--- src/core/rtcsp_defs.svh ---
// Constants for the three-wire command port: header layout, command codes, sizes.
// Assumes inclusion by bare name from the port's design files.
`ifndef RTCSP_DEFS_SVH
`define RTCSP_DEFS_SVH
`define RTCSP_PREAMBLE 4'h6
`define RTCSP_HDR_BITS 4'h8
`define RTCSP_CMD_RESET 3'h0
`define RTCSP_CMD_STATUS 3'h1
`define RTCSP_CMD_TIME_YEAR 3'h2
`define RTCSP_CMD_TIME_HOUR 3'h3
`define RTCSP_CMD_ALARM 3'h4
`define RTCSP_CMD_TEST_ON 3'h6
`define RTCSP_CMD_TEST_OFF 3'h7
`define RTCSP_STATUS_BITS 7'h08
`define RTCSP_TIME_BITS 7'h38
`define RTCSP_HOUR_BITS 7'h18
`define RTCSP_ALARM_BITS 7'h10
`define RTCSP_HOUR_OFFSET 7'h20
`define RTCSP_POWER_BIT 3'h7
`define RTCSP_TIME_RESET 56'h00000000010100
`define RTCSP_STATUS_RESET 8'h82
`define RTCSP_ALARM_RESET 16'h8000
`endif

--- src/core/rtcsp_pkg.sv ---
// Types for the three-wire command port.
// Assumes rtcsp_defs.svh is available for constants.
package rtcsp_pkg;
   typedef enum logic [1:0] {PH_HEADER, PH_READ, PH_WRITE, PH_DONE} rtcsp_phase_t;
   typedef enum logic [2:0] {SEL_NONE, SEL_STATUS, SEL_TIME, SEL_HOUR, SEL_ALARM}
      rtcsp_sel_t;
endpackage

--- src/core/rtcsp_pins_if.sv ---
// Bundle of synchronised pin events passed from the pin conditioner to the port core.
// Assumes a single clk domain on both sides.
`timescale 1ns/1ps
interface rtcsp_pins_if;
   logic selHigh;
   logic sckRise;
   logic sckFall;
   logic dataIn;
   modport src (output selHigh, output sckRise, output sckFall, output dataIn);
   modport dst (input selHigh, input sckRise, input sckFall, input dataIn);
endinterface

--- src/core/rtcsp_pin_sync.sv ---
// Pin conditioner: two-flop synchronisers on select, serial clock and data,
// plus edge detection on the synchronised serial clock.
// Assumes pins are asynchronous to clk and change far slower than 25 ns.
`timescale 1ns/1ps
module rtcsp_pin_sync (
   // Clock, reset, enable
   input wire logic clk,
   input wire logic sys_rst,
   input wire logic clkEn,
   // Raw pins
   input wire logic selPin,
   input wire logic sckPin,
   input wire logic dataPin,
   // Conditioned events
   rtcsp_pins_if.src ev
);
   logic [2:0] meta_r;
   logic [2:0] sync_r;
   logic sckLast_r;

   always_ff @(posedge clk) begin
      if (sys_rst) begin
         // Idle pin levels (select low, clock and data high) avoid a false edge after reset
         meta_r <= 3'h3;
         sync_r <= 3'h3;
         sckLast_r <= 1'b1;
      end else if (clkEn) begin
         meta_r <= {selPin, sckPin, dataPin};
         sync_r <= meta_r;
         sckLast_r <= sync_r[1];
      end
   end

   assign ev.selHigh = sync_r[2];
   assign ev.dataIn = sync_r[0];
   assign ev.sckRise = clkEn & sync_r[1] & ~sckLast_r;
   assign ev.sckFall = clkEn & ~sync_r[1] & sckLast_r;
endmodule

--- src/core/rtc_serial_port.sv ---
// Three-wire command port of a real-time clock: header capture, command decode,
// serial read and write of status and time registers, serial write of the alarm register.
// Assumes a slow serial clock from the host and an external pull-up on the data line.
//
// Overview of operation
// - Header is preamble, three command bits, then one direction bit.
// - Undefined command codes cause no operation at all.
// - 001 status, 010 time from year, 011 time from hour.
// - 100 selects the write-only alarm or frequency-duty register.
// - 000 resets calendar and time; direction bit is ignored.
// - Header latched on the eighth rising serial-clock edge.
// - Direction 1: shift register data out on later falling edges.
// - Direction 0: store incoming bits on later falling edges.
// - Fewer than eight clocks: keep waiting, process nothing.
// - Clocks beyond the command's bit count are ignored.
// - Time is 56 BCD bits, LSB first from the year low digit.
// - Status is eight bits; power-fail flag cannot be written.
// - Alarm register is sixteen bits and write-only.
`timescale 1ns/1ps
`include "rtcsp_defs.svh"
module rtc_serial_port (
   // Clock, reset and enable
   input wire logic clk,
   input wire logic sys_rst,
   input wire logic clkEn,
   // Serial pins
   input wire logic selPin,
   input wire logic sckPin,
   input wire logic serial_data_pin_level,
   output logic serial_data_pin_value,
   output logic serial_data_pin_oe,
   // Power-fail input from the clock core, register contents towards it
   input wire logic powerFail,
   output logic [55:0] timeData,
   output logic [7:0] statusData,
   output logic [15:0] alarmData,
   output logic timeWritten,
   output logic testMode
);
   rtcsp_pins_if pins ();

   rtcsp_pin_sync u_sync (
      .clk(clk),
      .sys_rst(sys_rst),
      .clkEn(clkEn),
      .selPin(selPin),
      .sckPin(sckPin),
      .dataPin(serial_data_pin_level),
      .ev(pins)
   );

   function automatic logic [6:0] bitsFor(input rtcsp_pkg::rtcsp_sel_t s);
      case (s)
         rtcsp_pkg::SEL_STATUS: bitsFor = `RTCSP_STATUS_BITS;
         rtcsp_pkg::SEL_TIME: bitsFor = `RTCSP_TIME_BITS;
         rtcsp_pkg::SEL_HOUR: bitsFor = `RTCSP_HOUR_BITS;
         rtcsp_pkg::SEL_ALARM: bitsFor = `RTCSP_ALARM_BITS;
         default: bitsFor = 7'h00;
      endcase
   endfunction

   rtcsp_pkg::rtcsp_phase_t phase_r, phase_nxt;
   rtcsp_pkg::rtcsp_sel_t sel_r, sel_nxt;
   logic [3:0] hdrCnt_r;
   logic [6:0] header_r;
   logic [6:0] bitCnt_r;
   logic [55:0] time_r;
   logic [7:0] status_r;
   logic [15:0] alarm_r;
   logic dOut_r;
   logic dOe_r;
   logic test_r;
   logic timeWr_r;

   // Header decode on the eighth rising edge
   wire [7:0] fullHdr = {header_r, pins.dataIn};
   wire [3:0] hdrPre = fullHdr[7:4];
   wire [2:0] hdrCmd = fullHdr[3:1];
   wire hdrRead = fullHdr[0];
   wire hdrDone = (phase_r == rtcsp_pkg::PH_HEADER) && pins.sckRise &&
      (hdrCnt_r == `RTCSP_HDR_BITS - 4'h1);
   wire preOk = (hdrPre == `RTCSP_PREAMBLE);
   wire [6:0] need = bitsFor(sel_r);
   wire [6:0] pos = (sel_r == rtcsp_pkg::SEL_HOUR) ? bitCnt_r + `RTCSP_HOUR_OFFSET : bitCnt_r;
   wire inRange = bitCnt_r < need;
   wire readFall = (phase_r == rtcsp_pkg::PH_READ) && pins.sckFall && inRange;
   wire writeFall = (phase_r == rtcsp_pkg::PH_WRITE) && pins.sckFall && inRange;
   wire selBit = (sel_r == rtcsp_pkg::SEL_STATUS) ? status_r[bitCnt_r[2:0]] :
      (sel_r == rtcsp_pkg::SEL_ALARM) ? 1'b1 : time_r[pos[5:0]];

   always_comb begin
      phase_nxt = phase_r;
      sel_nxt = sel_r;
      if (hdrDone) begin
         phase_nxt = rtcsp_pkg::PH_DONE;
         sel_nxt = rtcsp_pkg::SEL_NONE;
         if (preOk) begin
            case (hdrCmd)
               `RTCSP_CMD_STATUS: sel_nxt = rtcsp_pkg::SEL_STATUS;
               `RTCSP_CMD_TIME_YEAR: sel_nxt = rtcsp_pkg::SEL_TIME;
               `RTCSP_CMD_TIME_HOUR: sel_nxt = rtcsp_pkg::SEL_HOUR;
               `RTCSP_CMD_ALARM: sel_nxt = rtcsp_pkg::SEL_ALARM;
               default: sel_nxt = rtcsp_pkg::SEL_NONE;
            endcase
            if (sel_nxt != rtcsp_pkg::SEL_NONE) begin
               phase_nxt = hdrRead ? rtcsp_pkg::PH_READ : rtcsp_pkg::PH_WRITE;
            end
         end
      end
   end

   always_ff @(posedge clk) begin
      if (sys_rst || (clkEn && !pins.selHigh)) begin
         phase_r <= rtcsp_pkg::PH_HEADER;
         sel_r <= rtcsp_pkg::SEL_NONE;
         hdrCnt_r <= 4'h0;
         header_r <= 7'h00;
         bitCnt_r <= 7'h00;
         dOut_r <= 1'b1;
         dOe_r <= 1'b0;
      end else if (clkEn) begin
         phase_r <= phase_nxt;
         sel_r <= sel_nxt;
         if (pins.sckRise && phase_r == rtcsp_pkg::PH_HEADER) begin
            hdrCnt_r <= hdrCnt_r + 4'h1;
            header_r <= fullHdr[6:0];
         end
         if (readFall || writeFall) begin
            bitCnt_r <= bitCnt_r + 7'h01;
         end
         // Open drain: only a zero is driven, a one floats to the pull-up
         if (readFall) begin
            dOut_r <= 1'b0;
            dOe_r <= ~selBit;
         end else if (phase_r == rtcsp_pkg::PH_READ && pins.sckFall) begin
            dOe_r <= 1'b0;
         end
      end
   end

   // Register storage survives select changes; only reset, commands and powerFail touch it
   always_ff @(posedge clk) begin
      if (sys_rst) begin
         time_r <= `RTCSP_TIME_RESET;
         status_r <= `RTCSP_STATUS_RESET;
         alarm_r <= `RTCSP_ALARM_RESET;
         test_r <= 1'b0;
         timeWr_r <= 1'b0;
      end else if (clkEn) begin
         timeWr_r <= 1'b0;
         if (powerFail) begin
            status_r[`RTCSP_POWER_BIT] <= 1'b1;
         end
         if (hdrDone && preOk) begin
            if (hdrCmd == `RTCSP_CMD_RESET) begin
               time_r <= `RTCSP_TIME_RESET;
               status_r[`RTCSP_POWER_BIT] <= powerFail;
               test_r <= 1'b0;
            end else if (hdrCmd == `RTCSP_CMD_TEST_ON) begin
               test_r <= 1'b1;
            end else if (hdrCmd == `RTCSP_CMD_TEST_OFF) begin
               test_r <= 1'b0;
            end
         end
         if (writeFall && pins.selHigh) begin
            if (sel_r == rtcsp_pkg::SEL_STATUS) begin
               if (bitCnt_r[2:0] != `RTCSP_POWER_BIT) begin
                  status_r[bitCnt_r[2:0]] <= pins.dataIn;
               end
            end else if (sel_r == rtcsp_pkg::SEL_ALARM) begin
               alarm_r[bitCnt_r[3:0]] <= pins.dataIn;
            end else begin
               time_r[pos[5:0]] <= pins.dataIn;
               timeWr_r <= (bitCnt_r == need - 7'h01);
            end
         end
      end
   end

   assign serial_data_pin_value = dOut_r;
   assign serial_data_pin_oe = dOe_r;
   assign timeData = time_r;
   assign statusData = status_r;
   assign alarmData = alarm_r;
   assign timeWritten = timeWr_r;
   assign testMode = test_r;
endmodule

--- config.mk ---
export PLATFORM = sky130hd
export DESIGN_NAME = rtc_serial_port
export DESIGN_NICKNAME = d
export VERILOG_FILES = /design/src/core/rtcsp_pkg.sv /design/src/core/rtcsp_pins_if.sv /design/src/core/rtcsp_pin_sync.sv /design/src/core/rtc_serial_port.sv
export VERILOG_INCLUDE_DIRS = /design/src /design/src/core
export SDC_FILE = /design/constraint.sdc
export NUM_CORES = 1
export LEC_CHECK = 0
export ABC_AREA = 1
export ABC_CLOCK_PERIOD_IN_PS = 3700
export BUFFER_PORTS_ARGS = -buffer_cell sky130_fd_sc_hd__buf_2
export CORE_MARGIN = 2
export CORE_UTILIZATION = 60
export DETAILED_ROUTE_END_ITERATION = 12
export PLACE_DENSITY = 0.83
export REMOVE_ABC_BUFFERS = 1
export SKIP_CTS_REPAIR_TIMING = 1
export SYNTH_ARGS = -nofsm -noshare
export SYNTH_HDL_FRONTEND = slang
export SYNTH_HIERARCHICAL = 1
export SYNTH_SLANG_ARGS = --single-unit
export TNS_END_PERCENT = 5
--- constraint.sdc ---
create_clock -name clk -period 3.7 [get_ports clk]
set_input_delay 0.74 -clock clk [delete_from_list [all_inputs] [get_ports clk]]
set_output_delay 0.74 -clock clk [all_outputs]
set_load 0.02 [all_outputs]
==> summary.txt <==
Placement
  • Setup slack at placement: 680 ps
  • GPL Wtd Cong: 0.953
  • I/O Buffers: 90
  • Placed cells: 1209
  • Dpl hpwl: 12500 um

Detailed routing
  • Via-to-Cell Ratio: 5.76
  • Pre-Repair DR Iteration Count: 6
  • Post-DRT Antenna Nets: 0
  • Drt wl/cell: 15.5 um
  • Initial DRC count: 746
  • DRC violations left: 0
  • Via count: 7142
  • Detailed Route WL: 19200 um

Global route
  • Initial antenna violation count: 0
  • GRT Total Usage: 33.1%
  • Vias in the first global route: 6445
  • Largest net degree at the start of global routing: 48
  • Global-route wire length before repair: 31200 um
  • GRT Residual Overflow: 0

Synthesis
  • Synthesized area: 0.00668 mm^2
  • Top cells by count, synth: 270 x nand2_1, 114 x dfxtp_1, 114 x nand3_1
  • #FFs+latches synth: 114
  • EDFF count, synth: 0
  • Top FF cell, synth: dfxtp_1
  • Async SR Flop Fraction: 0%
  • Number of distinct library cells after synthesis: 40
  • Top-area cell type share of the netlist area: 34.2%
  • Mapped Avg Cell Area: 6.49 um^2
  • Seq/Total Area, Yosys: 34.2%
  • Synth warnings: 6
  • Synth area leader: dfxtp_1
  • Cell count after synthesis: 1029
  • Largest cells by area after synthesis: dfxtp_1 34%, nand2_1 15%, nand3_1 8.5%
  • Top-count cell post-synth: nand2_1

STA
  • Final period utilization: 83.5%
  • Setup TNS: 0 ps
  • Finish-stage setup viols: 0
  • Minimum clock period: 3090 ps
  • Fin. Hold Viols: 0
  • Tightest Pin Transition: 1200 ps
  • Min Hold Slack: 437 ps
  • RSZ-0062 raised after global routing: no
  • Peak Freq: 324 MHz
  • Max-slew violations: 0
  • Max_slew headroom: 19.2%
  • Final Skew: 4.70 ps
  • Final worst setup slack: 612 ps

Outcome
  • Status: completed

Floorplan
  • Starting Density: 61.6%
  • DIE AREA: 0.0120 mm^2
  • Core area: 0.0108 mm^2
  • # IOs: 91
  • Die W: 110 um
  • Chip height: 110 um
  • Std-Cell Rows: 38

Clock tree
  • CTS tree: done
  • H-tree lvl count: 4
  • Clk slew on worst S/H paths: 60 ps
  • Worst skew pair latency: 520 ps
  • Num CTS Buffers: 17
  • # clock sinks: 114
  • Deepest clock path buffer count: 2
  • Root Buffer Master: clkbuf_8

Hold path
  • Worst min-delay path category: in -> reg

Power
  • Total power: 3.22 mW
  • Leak Pwr: 3.27 nW
  • Pwr Density: 415 mW/mm^2
  • Peak VDD IR: 0.380 mV

Finish
  • Share of post-route cells with drive strength above 1: 15.9%
  • Final nets: 1106
  • Layout area overhead: 16.3%
  • Diode count: 0
  • Cell Count, Final, Fillers Out: 1241

Critical path
  • Slowest-stage cell, CP: o21ai_1
  • CP Max Fanout: 12
  • WS Path Type: reg -> reg
  • Crit path launch type: flop
  • Data required time of the worst path: 4090 ps
  • Endpoint class of the critical path: flop
  • Critical path's most frequent cell: nand2_1
  • CP max stage delay: 560 ps
  • Worst-path cell chain: inv_1 -> nand3_2 -> inv_1 -> a21oi_1 -> ha_1 -> nand2_1 -> nand2_1 -> nand2_1 -> nand2_2 -> nor2_8 -> inv_1 -> o21ai_1 -> nand2_1 -> o21ai_0 -> a21oi_1
  • Critical Path AT: 3480 ps

Run
  • Max cap viols: 0
==> area by class of cell <==
type	count	area, um^2
Multi-Input combinational cell	743	3690
Fill cell	923	3070
Sequential cell	114	2280
Timing Repair Buffer	102	541
Clock buffer	22	463
Inverter	110	417
Clock inverter	10	203
Tap cell	140	175
==> sequential cells by signal, summed over array words and instances, names as in the netlist, 3 cells and up <==
register,flops
statusData,8
bitCnt_r,7
u_sync/meta_r,3
header_r,7
sel_r,3
timeData,56
alarmData,16
u_sync/sync_r,3
hdrCnt_r,4
==> metal layers <==
metal | up-vias | track usage, % | share of wire (%)
li1 | 3501 | - | -
met5 | - | 0 | 0
met4 | 0 | 15.8 | 2.9
met1 | 3175 | 42.9 | 41
met3 | 52 | 6.82 | 9.8
met2 | 414 | 52.6 | 46
==> final timing paths <==
path,to,slack (ps),from,depth (start not counted)
min,u_sync/meta_r[1],440,sckPin,3
min reg2reg,u_sync/meta_r[1],460,u_sync/meta_r[1],2
max,bitCnt_r[5],610,sel_r[0],15
max reg2reg,bitCnt_r[5],610,sel_r[0],15
==> worst max-delay path: cells and delay by family, from the launching register on <==
family,cells,cell delay (ps)
compound gates,4,1130
fa+ha+maj,1,290
buf+inv,3,330
flops,1,430
simple gates,7,780
==> layout by cell type, fill, tap and decap left out, types with 6 or more instances in the layout <==
cell	n
nor2_1	75
dfxtp_1	114
nand4_1	13
nand3_1	114
nand2_2	9
bufinv_16	6
inv_1	102
o21ai_0	66
nand2_1	270
o22ai_1	12
clkinv_2	6
buf_2	90
a31oi_1	6
nor2_2	7
a21oi_1	85
buf_4	12
clkbuf_16	16
ha_1	11
o211ai_1	20
nor3_1	19
==> power by group <==
part / total [mW] / switching, mW / internal (mW)
sequential: 1.25 / 0.00824 / 1.24
clock: 1.86 / 0.581 / 1.28
combinational: 0.116 / 0.0910 / 0.0252
total: 3.22 / 0.680 / 2.54
==> metrics by stage <==
| step | utilization [%] | area [um^2] |
|---|---|---|
| floorplan | - | 6380 |
| global placement | 65.5 | 7100 |
| detailed placement | 65.5 | 7100 |
| CTS | 71.7 | 7770 |
| global route | 71.7 | 7770 |
| finish | 71.7 | 7770 |
==> cells by family (layout without fill, tap and decap cells) <==
logic type	Yosys count	in the layout	share of synthesized area, %
and+or+nand+nor	531	531	36.5
AOI/OAI and AO/OA	199	199	16.3
buffers and inverters	172	244	10.7
DFF	114	114	34.2
adders and majority gates	11	11	2.06
xor gates and xnor gates	2	2	0.262
No activity file was read; power rests on OpenSTA's default activity.
